$ cat src/pfs_cfg.svh
// constants of the start-up, brownout and overcurrent supervisor
// assumes a 50 MHz system clock; included by the design and the testbench
`ifndef PFS_CFG_SVH
`define PFS_CFG_SVH
`define PFS_CLK_MHZ 50
`define PFS_BLANK_NS 300
`define PFS_DISCH_NS 200
`define PFS_BO_DELAY_MS 50
`define PFS_NOAC_TMO_MS 500
`define PFS_HOLDOFF_MS 1000
`define PFS_SS_STEP_US 100
`define PFS_COIL_CYCLES 4'h4
`define PFS_I2C_ADDR 7'h38
`define PFS_CFG_TAU 2'h0
`define PFS_CFG_RESP 2'h1
`define PFS_CFG_TRIES 2'h2
`define PFS_CFG_OVPM 2'h3
`define PFS_CFG_LAST 2'h3
`define PFS_RESP_LATCH 2'h0
`define PFS_RESP_RESTART 2'h1
`define PFS_RESP_TRIES 2'h2
`define PFS_IND_OCP_1PH 10'h36A
`define PFS_IND_OCP_2PH 10'h2D4
`define PFS_SRC_OCP 10'h07D
`define PFS_TON_MIN 8'h08
`define PFS_LVL_FULL 8'hFF
`endif

$ cat src/pfs_pkg.sv
// types of the start-up, brownout and overcurrent supervisor
// assumes pfs_cfg.svh is on the include path
package pfs_pkg;
    typedef enum logic [2:0] {
        PFS_LOAD, PFS_IDLE, PFS_SSTART, PFS_RUN, PFS_SSTOP, PFS_HOLD, PFS_LATCHED
    } pfs_state_e;
    typedef enum logic [1:0] {PFS_I_IDLE, PFS_I_ADDR, PFS_I_IDX, PFS_I_DATA} pfs_i2c_e;
    typedef struct packed {
        logic supply_ok;
        logic above_brownin;
        logic below_brownout;
        logic mains_peak;
        logic mains_ac;
        logic ind_ocp_cmp;
        logic src_ocp_cmp;
    } pfs_sense_s;
    typedef struct packed {
        pfs_state_e state;
        logic coil_fault;
        logic src_fault;
        logic reached;
        logic [3:0] tries;
    } pfs_status_s;
    typedef struct packed {
        pfs_state_e st;
        logic [3:0][7:0] cfg;
        logic [1:0] ld;
        logic [1:0] peaks;
        logic [25:0] tmr;
        logic [25:0] bo;
        logic [12:0] tick;
        logic [7:0] lvl;
        logic reached;
        logic [3:0] tries;
        logic pend_f;
        logic pend_l;
        logic coil_flt;
        logic src_flt;
        logic thr2;
        logic [1:0] pwm_q;
        logic [1:0] g;
        logic [1:0] cut;
        logic [1:0] rgnd;
        logic [1:0][4:0] blank;
        logic [1:0][4:0] disch;
        logic hit;
        logic [3:0] streak;
        logic scl_q;
        logic sda_q;
        pfs_i2c_e ist;
        logic [3:0] bitc;
        logic [7:0] sh;
        logic [1:0] ptr;
        logic ack;
    } pfs_state_s;
endpackage : pfs_pkg

$ cat src/pfs_supervisor.sv
// start-up, brownout and overcurrent supervisor of a two-phase boost stage
// assumes sense comparators and pwm requests synchronous to ref_clk_in
//
// Summary of operation
// - load stored configuration before any start decision
// - start needs supply level and mains above brownin
// - begin switching on second qualifying mains peak
// - soft start target follows RC curve, on-time grows
// - without mains, leave brownout after timeout
// - enter brownout after qualified undervoltage delay
// - always stop switching through a soft stop
// - inductor threshold picked by phase count
// - blank inductor overcurrent at each cycle start
// - repeated inductor overcurrent flags shorted coil
// - source overcurrent with own threshold and blanking
// - blank source overcurrent during gate discharge
// - move driver return to ground after turn-off
// - per protection latch, restart, or latch after tries
// - host writes settings over two-wire bus
// - gate pins double as two-wire data and clock
// - restart tracks RC curve, undershoot boost waits
`timescale 1ns/10ps
`include "pfs_cfg.svh"
module pfs_supervisor #(
    parameter int BO_DELAY_CYC = `PFS_BO_DELAY_MS * `PFS_CLK_MHZ * 1000,
    parameter int NOAC_TMO_CYC = `PFS_NOAC_TMO_MS * `PFS_CLK_MHZ * 1000,
    parameter int HOLDOFF_CYC = `PFS_HOLDOFF_MS * `PFS_CLK_MHZ * 1000,
    parameter int SS_STEP_CYC = `PFS_SS_STEP_US * `PFS_CLK_MHZ
) (
    input wire logic ref_clk_in,
    input wire logic rst_n_in,
    input wire pfs_pkg::pfs_sense_s sense_in,
    input wire logic [1:0] pwm_in,
    input wire logic two_phase_in,
    output logic [1:0] nvm_addr_out,
    input wire logic [7:0] nvm_data_in,
    input wire logic phase_one_drive_in,
    output logic phase_one_drive_do_out,
    output logic phase_one_drive_oe_out,
    input wire logic phase_two_drive_in,
    output logic phase_two_drive_do_out,
    output logic phase_two_drive_oe_out,
    output logic [1:0] return_gnd_out,
    output logic [7:0] vout_target_out,
    output logic [8:0] ovp_target_out,
    output logic [7:0] ton_limit_out,
    output logic uboost_en_out,
    output logic [9:0] ind_ocp_thresh_out,
    output logic [9:0] src_ocp_thresh_out,
    output pfs_pkg::pfs_status_s status_out
);
    localparam logic [4:0] BLANK_C = 5'((`PFS_BLANK_NS * `PFS_CLK_MHZ + 999) / 1000);
    localparam logic [4:0] DISCH_C = 5'((`PFS_DISCH_NS * `PFS_CLK_MHZ + 999) / 1000);

    pfs_pkg::pfs_state_s s_q;
    pfs_pkg::pfs_state_s s_d;

    ////////////////////////////////////////////////////////////////////////////
    always_comb begin
        logic sw;
        logic nsw;
        logic [1:0] pr;
        logic blank_any;
        logic ind_hit;
        logic src_hit;
        logic fault;
        logic [1:0] resp;
        logic latch;
        logic step;
        logic [7:0] dl;
        logic scl_r;
        logic scl_f;
        logic i2c_ok;
        sw = 1'b0;
        nsw = 1'b0;
        pr = 2'b00;
        blank_any = 1'b0;
        ind_hit = 1'b0;
        src_hit = 1'b0;
        fault = 1'b0;
        resp = 2'h0;
        latch = 1'b0;
        step = 1'b0;
        dl = 8'h00;
        scl_r = 1'b0;
        scl_f = 1'b0;
        i2c_ok = 1'b0;
        s_d = s_q;
        sw = (s_q.st == pfs_pkg::PFS_SSTART) || (s_q.st == pfs_pkg::PFS_RUN)
            || (s_q.st == pfs_pkg::PFS_SSTOP);
        s_d.thr2 = two_phase_in;
        // overcurrent qualification
        blank_any = (s_q.blank[0] != 5'h00) || (s_q.blank[1] != 5'h00);
        ind_hit = sw && sense_in.ind_ocp_cmp && !blank_any;
        src_hit = sw && sense_in.src_ocp_cmp && !blank_any
            && (s_q.disch[0] == 5'h00) && (s_q.disch[1] == 5'h00);
        pr = pwm_in & ~s_q.pwm_q;
        s_d.pwm_q = pwm_in;
        if (sw && pr[0]) begin
            s_d.streak = s_q.hit ? s_q.streak + 4'h1 : 4'h0;
            s_d.hit = ind_hit;
        end else if (ind_hit) begin
            s_d.hit = 1'b1;
        end
        if (s_q.streak >= `PFS_COIL_CYCLES) begin
            s_d.coil_flt = 1'b1;
            fault = 1'b1;
            resp = s_q.cfg[`PFS_CFG_RESP][1:0];
        end else if (src_hit) begin
            s_d.src_flt = 1'b1;
            fault = 1'b1;
            resp = s_q.cfg[`PFS_CFG_RESP][3:2];
        end
        if (resp == `PFS_RESP_LATCH) begin
            latch = 1'b1;
        end else if (resp == `PFS_RESP_TRIES) begin
            latch = (s_q.tries >= s_q.cfg[`PFS_CFG_TRIES][3:0]);
        end
        // soft start and soft stop stepping
        step = (s_q.tick >= 13'(SS_STEP_CYC - 1));
        s_d.tick = step ? 13'h0000 : s_q.tick + 13'h0001;
        ////////////////////////////////////////////////////////////////////////
        case (s_q.st)
            pfs_pkg::PFS_LOAD: begin
                s_d.cfg[s_q.ld] = nvm_data_in;
                s_d.ld = s_q.ld + 2'h1;
                if (s_q.ld == `PFS_CFG_LAST) begin
                    s_d.st = pfs_pkg::PFS_IDLE;
                end
            end
            pfs_pkg::PFS_IDLE: begin
                if (!sense_in.supply_ok || !sense_in.above_brownin) begin
                    s_d.peaks = 2'h0;
                    s_d.tmr = 26'h0000000;
                end else if ((sense_in.mains_peak && s_q.peaks == 2'h1)
                    || (!sense_in.mains_ac && s_q.tmr >= 26'(NOAC_TMO_CYC - 1))) begin
                    s_d.st = pfs_pkg::PFS_SSTART;
                end else begin
                    if (sense_in.mains_peak) begin
                        s_d.peaks = 2'h1;
                    end
                    s_d.tmr = sense_in.mains_ac ? 26'h0000000 : s_q.tmr + 26'h0000001;
                end
                if (s_d.st == pfs_pkg::PFS_SSTART) begin
                    s_d.lvl = 8'h00;
                    s_d.reached = 1'b0;
                    s_d.tick = 13'h0000;
                    s_d.bo = 26'h0000000;
                    s_d.pend_f = 1'b0;
                    s_d.pend_l = 1'b0;
                    s_d.streak = 4'h0;
                    s_d.hit = 1'b0;
                end
            end
            pfs_pkg::PFS_SSTART, pfs_pkg::PFS_RUN: begin
                if (s_q.st == pfs_pkg::PFS_SSTART && step) begin
                    dl = (`PFS_LVL_FULL - s_q.lvl) >> s_q.cfg[`PFS_CFG_TAU][2:0];
                    s_d.lvl = s_q.lvl + ((dl == 8'h00) ? 8'h01 : dl);
                    if (s_q.lvl >= 8'hFE) begin
                        s_d.lvl = `PFS_LVL_FULL;
                        s_d.st = pfs_pkg::PFS_RUN;
                        s_d.reached = 1'b1;
                    end
                end
                s_d.bo = sense_in.below_brownout ? s_q.bo + 26'h0000001 : 26'h0000000;
                if (fault) begin
                    s_d.lvl = s_q.lvl;
                    s_d.st = pfs_pkg::PFS_SSTOP;
                    s_d.pend_f = 1'b1;
                    s_d.pend_l = latch;
                    if (!latch && resp == `PFS_RESP_TRIES) begin
                        s_d.tries = s_q.tries + 4'h1;
                    end
                    s_d.tick = 13'h0000;
                end else if (sense_in.below_brownout && s_q.bo >= 26'(BO_DELAY_CYC - 1)) begin
                    s_d.lvl = s_q.lvl;
                    s_d.st = pfs_pkg::PFS_SSTOP;
                    s_d.tick = 13'h0000;
                end
            end
            pfs_pkg::PFS_SSTOP: begin
                if (step) begin
                    dl = s_q.lvl >> s_q.cfg[`PFS_CFG_TAU][2:0];
                    s_d.lvl = (s_q.lvl <= 8'h01) ? 8'h00
                        : s_q.lvl - ((dl == 8'h00) ? 8'h01 : dl);
                end
                if (s_q.lvl == 8'h00) begin
                    s_d.tmr = 26'h0000000;
                    s_d.peaks = 2'h0;
                    if (s_q.pend_l) begin
                        s_d.st = pfs_pkg::PFS_LATCHED;
                    end else if (s_q.pend_f) begin
                        s_d.st = pfs_pkg::PFS_HOLD;
                    end else begin
                        s_d.st = pfs_pkg::PFS_IDLE;
                    end
                end
            end
            pfs_pkg::PFS_HOLD: begin
                s_d.tmr = s_q.tmr + 26'h0000001;
                if (s_q.tmr >= 26'(HOLDOFF_CYC - 1)) begin
                    s_d.tmr = 26'h0000000;
                    s_d.st = pfs_pkg::PFS_IDLE;
                end
            end
            default: begin
                s_d.st = pfs_pkg::PFS_LATCHED;
            end
        endcase
        ////////////////////////////////////////////////////////////////////////
        nsw = (s_d.st == pfs_pkg::PFS_SSTART) || (s_d.st == pfs_pkg::PFS_RUN)
            || (s_d.st == pfs_pkg::PFS_SSTOP);
        for (int i = 0; i < 2; i++) begin
            if (pr[i]) begin
                s_d.cut[i] = 1'b0;
            end
            if (ind_hit) begin
                s_d.cut[i] = 1'b1;
            end
            s_d.g[i] = nsw && pwm_in[i] && !s_d.cut[i];
            if (nsw && pr[i]) begin
                s_d.blank[i] = BLANK_C;
            end else if (s_q.blank[i] != 5'h00) begin
                s_d.blank[i] = s_q.blank[i] - 5'h01;
            end
            if (s_q.g[i] && !s_d.g[i]) begin
                s_d.disch[i] = DISCH_C;
            end else if (s_q.disch[i] != 5'h00) begin
                s_d.disch[i] = s_q.disch[i] - 5'h01;
            end
            if (s_d.g[i]) begin
                s_d.rgnd[i] = 1'b0;
            end else if (!s_q.g[i] && s_q.disch[i] <= 5'h01) begin
                s_d.rgnd[i] = 1'b1;
            end
        end
        // two-wire write slave on the gate pins while not switching
        i2c_ok = !sw && !nsw && (s_q.st != pfs_pkg::PFS_LOAD);
        s_d.scl_q = phase_two_drive_in;
        s_d.sda_q = phase_one_drive_in;
        scl_r = phase_two_drive_in && !s_q.scl_q;
        scl_f = !phase_two_drive_in && s_q.scl_q;
        if (!i2c_ok) begin
            s_d.ist = pfs_pkg::PFS_I_IDLE;
            s_d.ack = 1'b0;
        end else if (phase_two_drive_in && s_q.scl_q && s_q.sda_q && !phase_one_drive_in) begin
            s_d.ist = pfs_pkg::PFS_I_ADDR;
            s_d.bitc = 4'h0;
            s_d.ack = 1'b0;
        end else if (phase_two_drive_in && s_q.scl_q && !s_q.sda_q && phase_one_drive_in) begin
            s_d.ist = pfs_pkg::PFS_I_IDLE;
            s_d.ack = 1'b0;
        end else if (s_q.ist != pfs_pkg::PFS_I_IDLE) begin
            if (scl_r && s_q.bitc < 4'h8) begin
                s_d.sh = {s_q.sh[6:0], phase_one_drive_in};
                s_d.bitc = s_q.bitc + 4'h1;
            end else if (scl_f && s_q.ack) begin
                s_d.ack = 1'b0;
                s_d.bitc = 4'h0;
            end else if (scl_f && s_q.bitc == 4'h8) begin
                s_d.ack = 1'b1;
                if (s_q.ist == pfs_pkg::PFS_I_ADDR) begin
                    s_d.ist = pfs_pkg::PFS_I_IDX;
                    if (s_q.sh[7:1] != `PFS_I2C_ADDR || s_q.sh[0]) begin
                        s_d.ist = pfs_pkg::PFS_I_IDLE;
                        s_d.ack = 1'b0;
                    end
                end else if (s_q.ist == pfs_pkg::PFS_I_IDX) begin
                    s_d.ptr = s_q.sh[1:0];
                    s_d.ist = pfs_pkg::PFS_I_DATA;
                end else begin
                    s_d.cfg[s_q.ptr] = s_q.sh;
                    s_d.ptr = s_q.ptr + 2'h1;
                end
            end
        end
    end

    always_ff @(posedge ref_clk_in or negedge rst_n_in) begin
        if (!rst_n_in) begin
            s_q <= '0;
        end else begin
            s_q <= s_d;
        end
    end

    ////////////////////////////////////////////////////////////////////////////
    assign nvm_addr_out = s_q.ld;
    assign phase_one_drive_do_out = s_q.g[0];
    assign phase_one_drive_oe_out = s_q.g[0] || s_q.rgnd[0] == 1'b0 || s_q.ack
        || (s_q.st inside {pfs_pkg::PFS_SSTART, pfs_pkg::PFS_RUN, pfs_pkg::PFS_SSTOP});
    assign phase_two_drive_do_out = s_q.g[1];
    assign phase_two_drive_oe_out = s_q.g[1]
        || (s_q.st inside {pfs_pkg::PFS_SSTART, pfs_pkg::PFS_RUN, pfs_pkg::PFS_SSTOP});
    assign return_gnd_out = s_q.rgnd;
    assign vout_target_out = s_q.lvl;
    assign ovp_target_out = {1'b0, s_q.lvl} + {1'b0, s_q.cfg[`PFS_CFG_OVPM]};
    assign ton_limit_out = (s_q.lvl < `PFS_TON_MIN) ? `PFS_TON_MIN : s_q.lvl;
    assign uboost_en_out = s_q.reached;
    assign ind_ocp_thresh_out = s_q.thr2 ? `PFS_IND_OCP_2PH : `PFS_IND_OCP_1PH;
    assign src_ocp_thresh_out = `PFS_SRC_OCP;
    assign status_out = '{state: s_q.st, coil_fault: s_q.coil_flt, src_fault: s_q.src_flt,
        reached: s_q.reached, tries: s_q.tries};
endmodule : pfs_supervisor

$ cat config.mk
export PLATFORM = sky130hd
export DESIGN_NAME = pfs_supervisor
export DESIGN_NICKNAME = d
export VERILOG_FILES = /design/src/pfs_pkg.sv /design/src/pfs_supervisor.sv
export VERILOG_INCLUDE_DIRS = /design/src
export SDC_FILE = /design/constraint.sdc
export NUM_CORES = 1
export LEC_CHECK = 0
export BUFFER_PORTS_ARGS = -buffer_cell sky130_fd_sc_hd__buf_2
export CAP_MARGIN = 20
export CORE_UTILIZATION = 55
export DETAILED_ROUTE_END_ITERATION = 7
export PLACE_DENSITY = 0.74
export SYNTH_ARGS = -nofsm -noshare
export SYNTH_HDL_FRONTEND = slang
export SYNTH_SLANG_ARGS = --single-unit
$ cat constraint.sdc
create_clock -name ref_clk_in -period 3.4 [get_ports ref_clk_in]
set_clock_uncertainty 0.15 [all_clocks]
set_input_delay 0.17 -clock ref_clk_in [delete_from_list [all_inputs] [get_ports ref_clk_in]]
set_output_delay 0.17 -clock ref_clk_in [all_outputs]
set_load 0.01 [all_outputs]
==> metrics.md, run 1 <==
| Metric | Value |
|---|---|
| Status | `completed` |
| Worst endpoint required time | `3.59 ns` |
| Reg area | `4010 um2` |
| DR WL/cell | `16.3 um` |
| Fillers | `1,500` |
| Iter 0 DRT Violations | `661` |
| Full die area | `19,000 um2` |
| Worst-Margin Slew | `0.849 ns` |
| Starting Density | `0.564` |
| Mux contribution to synthesized area | `0.0534` |
| Placed wire-length estimate | `17,400 um` |
| Post-synth top cells | `dfrtp_1 (160), nor2_1 (123), nand2_1 (107), o21ai_0 (97), a21oi_1 (74)` |
| Core area | `18,000 um2` |
| Worst r2r dst | `vout_target_out[6]` |
| Critical path arrival | `3.44 ns` |
| R2r setup slk | `0.16 ns` |
| Hold Path Class | `in2reg` |
| CTS sink count | `160` |
| Final WS setup | `0.157 ns` |
| Die width | `138 um` |
| CP Buf/Inv Count | `2` |
| Final hold slack | `0.0523 ns` |
| Layout area overhead | `13.9%` |
| Hold violation count in the final report | `0` |
| Synth Cell Area | `10,200 um2` |
| DRT Wirelength | `24,200 um` |
| Met3 WL | `1160 um` |
| Mean Syn Cell Area | `8.77 um2` |
| Tcrit/Tclk final | `0.954` |
| Final nets | `1,314` |
| Compound-Gate Fraction of Synth Area | `0.181` |
| Count of different cell masters after synthesis | `72` |
| XOR/XNOR share of the synthesized area | `0.0328` |
| Initial antenna violation count | `0` |
| First-pass GRT wire length | `38,600 um` |
| FP Rows | `49` |
| Peak VDD IR | `0.000363 V` |
| Fin crit period | `3.24 ns` |
| Postcts setup bufs | `0` |
| CTS tree | `built` |
| GRT Resource Usage Total | `0.258` |
| Synth top area share | `0.394` |
| Relative slew margins | `0.434` |
| Synth Area in Adders | `0.0662` |
| Slowest CP cell | `dfrtp_2` |
| Sequential-to-total area share from yosys stat | `0.394` |
| Max-cap violations | `0` |
| Port Buffer Count | `72` |
| Startpoint types | `register` |
| Post-synth EDFFs | `0` |
| Via count of the routed design | `8,758` |
| Syn Inst Count | `1,158` |
| Deepest clock path buffer count | `2` |
| Area of the multi-input gates | `5620 um2` |
| Pwr/cell area | `385 nW/um2` |
| # DRC | `0` |
| Vias in the first global route | `7,992` |
| Slew Viols, Final | `0` |
| Fraction of layout cells with a size suffix above 1 | `0.164` |
| Max FO, Critical Path | `6` |
| Placed inst area | `10,800 um2` |
| Final Wtd Congestion | `0.935` |
| Htree depth | `4` |
| Metal-1 WL | `11,300 um` |
| Top sig layer | `met4` |
| Main synth FF type | `dfrtp_1` |
| Worst hold endpoint | `s_q[135]` |
| Hold path depth | `3` |
| HP Start | `sense_in[3]` |
| Largest family of logic cells by synthesized area | `simple AND/OR/NAND/NOR gates` |
| Clk slew on worst S/H paths | `0.06 ns` |
| Num CTS Buffers | `17` |
| Final setup viols | `0` |
| Worst reg2reg startpoint | `s_q[139]` |
| Area contributors post-synth | `dfrtp_1 (39%), ha_1 (6.0%), o21ai_0 (4.8%)` |
| Initial DRT Pass Iterations | `6` |
| Routed Antenna Nets | `0` |
| Vias per cell | `5.91` |
| Fmax | `308 MHz` |
| Most numerous cell in the Yosys netlist | `dfrtp_1` |
| Grt ovf | `0` |
| CP max stage delay | `0.44 ns` |
| Antenna cell count | `0` |
| Worst R2R Path Depth | `14` |
| Post-synthesis simple-gate area fraction | `0.207` |
| Synth area leader | `dfrtp_1` |
| Leakage | `5.20 nW` |
| Pin count of the biggest net entering global routing | `67` |
| Ys async rst share | `1.00` |
| Setup CP Type | `reg2reg` |
| Dpl ws | `0.115 ns` |
| # IOs | `86` |
| Tot Pwr | `4.46 mW` |
| Yosys warns | `0` |
| WL met2 | `11,300 um` |
| Clk_lat worst skew | `0.42 ns` |
| Synth Register Bits | `160` |
| Die H | `138 um` |
| Crit. End Element | `register` |
| Finished layout cell area | `11,600 um2` |
| CP cell instances | `buf_6 -> mux2i_4 -> mux2_2 -> mux2i_4 -> a41o_1 -> ha_1 -> inv_1 -> fa_1 -> a21o_1 -> a21oi_1 -> o21ai_0 -> xnor2_1 -> o21a_1 -> a21oi_1` |
| Root buffer cell | `clkbuf_16` |
| Crit path launch | `s_q[139]` |
| Worst path top cell family by delay | `compound AO/OA/AOI/OAI gates` |
-- cell usage in the layout, fill, tap and decap left out, types with 5 or more instances in the layout --
master / netlist / layout
or3_1: 13 / 13
xor2_1: 11 / 11
o21bai_1: 5 / 5
buf_4: 41 / 41
nand2_1: 107 / 107
mux2i_1: 16 / 13
mux2_2: 31 / 31
a21boi_0: 5 / 5
nand2b_1: 13 / 13
nor2_1: 123 / 123
nand3b_1: 7 / 7
a21o_1: 12 / 12
nor4_1: 11 / 11
o31ai_1: 5 / 5
inv_1: 53 / 53
o21a_1: 11 / 11
xnor2_1: 27 / 27
a211oi_1: 8 / 6
dlygate4sd3_1: 0 / 15
nor3_1: 23 / 23
nand3_1: 45 / 45
clkbuf_16: 0 / 17
ha_1: 49 / 48
buf_2: 1 / 71
o21ai_0: 97 / 97
and2_1: 6 / 6
a31oi_1: 14 / 13
o221ai_1: 6 / 6
o211ai_1: 10 / 10
a21oi_1: 74 / 72
and3_1: 12 / 12
nand4_1: 22 / 22
dfrtp_1: 160 / 157
nor2b_1: 16 / 13
conb_1: 2 / 13
a22o_1: 11 / 11
-- area by class of cell --
type / count / share of cell area
Clock buffer: 21 / 0.0398
Timing Repair Buffer: 133 / 0.0776
Sequential cell: 160 / 0.346
Inverter: 53 / 0.0172
Multi-Input combinational cell: 875 / 0.485
Clock inverter: 11 / 0.00919
Tap cell: 229 / 0.0248
-- state kept, by name, indices dropped and copies added (netlist names) --
register / count
s_q: 136
nvm_addr_out: 2
uboost_en_out: 1
vout_target_out: 8
phase_two_drive_do_out: 1
phase_one_drive_do_out: 1
status_out: 9
return_gnd_out: 2
-- power breakdown --
group / total, mW / switching [mW] / internal, mW
Sequential: 2.10 / 0.102 / 2.00
Combinational: 0.530 / 0.279 / 0.251
Clock: 1.83 / 0.781 / 1.05
Total: 4.46 / 1.16 / 3.30
-- worst register-to-register path, stage by stage (launching register included) --
cell and delay [ns]:
dfrtp_2 0.44, buf_6 0.15, mux2i_4 0.19, mux2_2 0.33, mux2i_4 0.17, a41o_1 0.12
ha_1 0.13, inv_1 0.06, fa_1 0.39, a21o_1 0.20, a21oi_1 0.21, o21ai_0 0.15
xnor2_1 0.14, o21a_1 0.17, a21oi_1 0.15
-- routing by layer --
| metal | GRT usage | up-vias |
|---|---|---|
| met5 | 0 | - |
| met4 | 0.0749 | 0 |
| met3 | 0.0450 | 25 |
| met2 | 0.411 | 252 |
| met1 | 0.360 | 4228 |
| li1 | - | 4253 |
-- per-stage QoR --
step	cells	util	TNS [ns]
finish	1482	0.642	0
floorplan	1169	-	0
global placement	1435	0.597	0
global route	1482	0.642	-0.0703
CTS	1482	0.637	0
detailed placement	1435	0.597	0
-- cells by family after synthesis --
family,after synthesis
fa+ha+maj,52
buf+inv,134
compound gates,294
flops,160
xor+xnor,38
simple gates,428
other cells,2
mux,50
-- how the worst max path moves through the flow --
stage	to	slack (ns)	depth (start not counted)
6_report	vout_target_out[6]	0.16	14
5_1_grt	vout_target_out[6]	-0.07	17
2_1_floorplan	vout_target_out[6]	0.13	16
4_1_cts	vout_target_out[6]	0.09	14
3_5_place_dp	vout_target_out[6]	0.12	15
3_3_place_gp	vout_target_out[6]	0.13	15
-- repair_timing --
action,CTS,global route
hold buffers,15,0
gates resized for setup,0,22
hold endpoints to repair,83,0
endpoints found under the setup margin,0,3
No activity file was read; power rests on OpenSTA's default activity.
==> run 2, diff against run 1 <==
--- a/config.mk
+++ b/config.mk
@@ -8,9 +8,9 @@
 export LEC_CHECK = 0
 export BUFFER_PORTS_ARGS = -buffer_cell sky130_fd_sc_hd__buf_2
 export CAP_MARGIN = 20
-export CORE_UTILIZATION = 55
+export CORE_UTILIZATION = 60
 export DETAILED_ROUTE_END_ITERATION = 7
-export PLACE_DENSITY = 0.74
+export PLACE_DENSITY = 0.77
 export SYNTH_ARGS = -nofsm -noshare
 export SYNTH_HDL_FRONTEND = slang
 export SYNTH_SLANG_ARGS = --single-unit
==> constraint.sdc (replaced) <==
create_clock -name ref_clk_in -period 4.1 [get_ports ref_clk_in]
set_clock_uncertainty 0.15 [all_clocks]
set_input_delay 0.205 -clock ref_clk_in [delete_from_list [all_inputs] [get_ports ref_clk_in]]
set_output_delay 0.205 -clock ref_clk_in [all_outputs]
set_load 0.01 [all_outputs]
==> run 2 against run 1 <==
First-iteration DRC count is 9.5% higher. Worst hold slack worse by 0.025 ns. Critical endpoint unchanged. Sequential share of layout area up 0.67 points. Final cell count shrank 2.4%. Die area fell by 8.2%. Clock-buffer cell count shrank 2. Worst setup slack gained 0.33 ns. Largest cell class unchanged.
==> metrics.md, run 2 (synthesis results as in run 1) <==
| Metric | Value |
|---|---|
| Max-cap violations | `0` |
| Crit. End Element | `register` |
| Die H | `132 um` |
| DR WL/cell | `16.6 um` |
| # IOs | `86` |
| Iter 0 DRT Violations | `724` |
| Status | `completed` |
| Reg with most FFs | `s_q` |
| Routed Antenna Nets | `0` |
| Starting Density | `0.613` |
| Root buffer cell | `clkbuf_16` |
| Worst-Margin Slew | `0.867 ns` |
| Hold bufs inserted after CTS | `14` |
| CTS sink count | `160` |
| Met1 usage | `0.402` |
| Worst endpoint required time | `4.26 ns` |
| Antenna cell count | `0` |
| Placed wire-length estimate | `16,900 um` |
| Met3 GRT Util | `0.0523` |
| Worst reg2reg startpoint | `s_q[139]` |
| Fraction of layout cells with a size suffix above 1 | `0.134` |
| Tcrit/Tclk final | `0.882` |
| Pin count of the biggest net entering global routing | `88` |
| Final Wtd Congestion | `0.975` |
| RSZ-0062 raised after global routing | `no` |
| Flop pwr share | `0.445` |
| Fin crit period | `3.62 ns` |
| Initial antenna violation count | `0` |
| Num CTS Buffers | `17` |
| Core area | `16,600 um2` |
| First-pass GRT wire length | `40,300 um` |
| Dpl ws | `0.600 ns` |
| Placed inst area | `10,600 um2` |
| Hold Path Class | `in2reg` |
| Largest register FFs | `136` |
| DRT Wirelength | `24,000 um` |
| Worst path top cell family by delay | `compound AO/OA/AOI/OAI gates` |
| Clock Power Share | `0.449` |
| CTS tree | `built` |
| Grt ovf | `0` |
| Htree depth | `4` |
| Post-route setup TNS | `0 ns` |
| CP max stage delay | `0.55 ns` |
| CP Buf/Inv Count | `1` |
| Final setup viols | `0` |
| Setup CP Type | `reg2reg` |
| # DRC | `0` |
| CP dominant cell by count | `a21oi_1` |
| Initial DRT Pass Iterations | `6` |
| Clk_lat worst skew | `0.43 ns` |
| Die width | `132 um` |
| Int Pwr | `2.92 mW` |
| HP Start | `nvm_data_in[0]` |
| Leakage | `5.10 nW` |
| Layout area overhead | `11.7%` |
| Startpoint types | `register` |
| Postcts setup bufs | `0` |
| Finished layout cell area | `11,300 um2` |
| Vias per cell | `6.00` |
| Psw | `0.991 mW` |
| Relative slew margins | `0.420` |
| Hold violation count in the final report | `0` |
| Leading cell types in the layout, fill and taps excluded | `dfrtp_1 (160), nor2_1 (123), nand2_1 (107)` |
| Pwr/cell area | `344 nW/um2` |
| GR Util met2 | `0.452` |
| Critical path arrival | `3.78 ns` |
| GRT Resource Usage Total | `0.288` |
| Gr busiest metal | `met2` |
| Slowest CP cell | `dfrtp_1` |
| CP cell instances | `nor2b_1 -> a21oi_1 -> nor2b_1 -> a31oi_1 -> a21oi_1 -> o41ai_1 -> ha_1 -> inv_1 -> fa_1 -> nor2b_1 -> nor3_1 -> o21bai_1 -> a21oi_1 -> xnor2_1 -> o21ai_0 -> a21oi_1` |
| Max FO, Critical Path | `13` |
| Vias in the first global route | `8,204` |
| Crit path launch | `s_q[139]` |
| Final WS setup | `0.484 ns` |
| FP Rows | `47` |
| Tot Pwr | `3.91 mW` |
| Via count of the routed design | `8,684` |
| Leading cell type in the layout, fill and taps excluded | `dfrtp_1` |
| Post_cts resized | `0` |
| Peak VDD IR | `0.000302 V` |
| Full die area | `17,500 um2` |
| Fmax | `277 MHz` |
| Port Buffer Count | `72` |
| Slew Viols, Final | `0` |
| Switching fraction of total power | `0.254` |
| Final nets | `1,288` |
| Deepest clock path buffer count | `2` |
| Combinational Power Share | `0.107` |
| Clk slew on worst S/H paths | `0.07 ns` |
-- run 2: cell types whose count changed in the layout (fill, tap and decap cells not counted), moves of 3 or more --
cell,before,now
dfrtp_1,157,160
nor2b_1,13,16
bufinv_16,1,4
mux2i_1,13,16
buf_6,4,1
buf_4,41,20
dfrtp_2,3,0
nor2b_2,3,0
-- run 2: power groups by stage --
stage | Clock (mW) | Combinational, mW | Sequential, mW
2_1_floorplan | 0 | 0.307 | 1.74
3_3_place_gp | 0 | 0.394 | 1.76
3_5_place_dp | 0 | 0.404 | 1.76
4_1_cts | 1.78 | 0.419 | 1.74
5_1_grt | 1.84 | 0.475 | 1.75
6_report | 1.75 | 0.417 | 1.74
-- run 2: path summary, 6_finish.rpt --
| kind | endpoint | slack (ns) | cells after the start |
|---|---|---|---|
| max | vout_target_out[6] | 0.48 | 16 |
| min | s_q[163] | 0.03 | 3 |
| max reg2reg | vout_target_out[6] | 0.48 | 16 |
| min reg2reg | status_out[6] | 0.32 | 1 |
| max in group asynchronous | s_q[32] | 2.72 | 3 |
| min in group asynchronous | s_q[70] | 0.18 | 2 |
-- run 2: final cells by class --
| cell class | count | area, um2 |
|---|---|---|
| fillers | 1307 | 5240 |
| flip-flops and latches | 160 | 4000 |
| multi-input cells | 875 | 5540 |
| inverters | 53 | 199 |
| well taps | 220 | 275 |
| clock buffers | 19 | 453 |
| clock inverters | 13 | 199 |
| repair buffers | 107 | 677 |
-- run 2: per-layer routing --
metal,part of all wire,routed length (um)
met2,0.47,11200
met1,0.46,11100
met5,0,0
met4,0.019,466
met3,0.048,1150
-- run 2: worst register-to-register path, delay by kind of cell, from the launching register on --
family,cells,cell delay (ns)
flops,1,0.55
fa+ha+maj,2,0.63
compound gates,8,1.33
xor+xnor,1,0.13
buf+inv,1,0.06
simple gates,4,0.66
-- run 2: stage by stage --
step | util | hold WS (ns) | std cells
after global routing | 0.684 | 0.0690 | 1447
final | 0.684 | 0.0269 | 1447
after floorplan | - | -0.241 | 1169
after CTS | 0.684 | 0.0170 | 1447
after detailed placement | 0.636 | 0.110 | 1401
after global placement | 0.636 | 0.112 | 1401
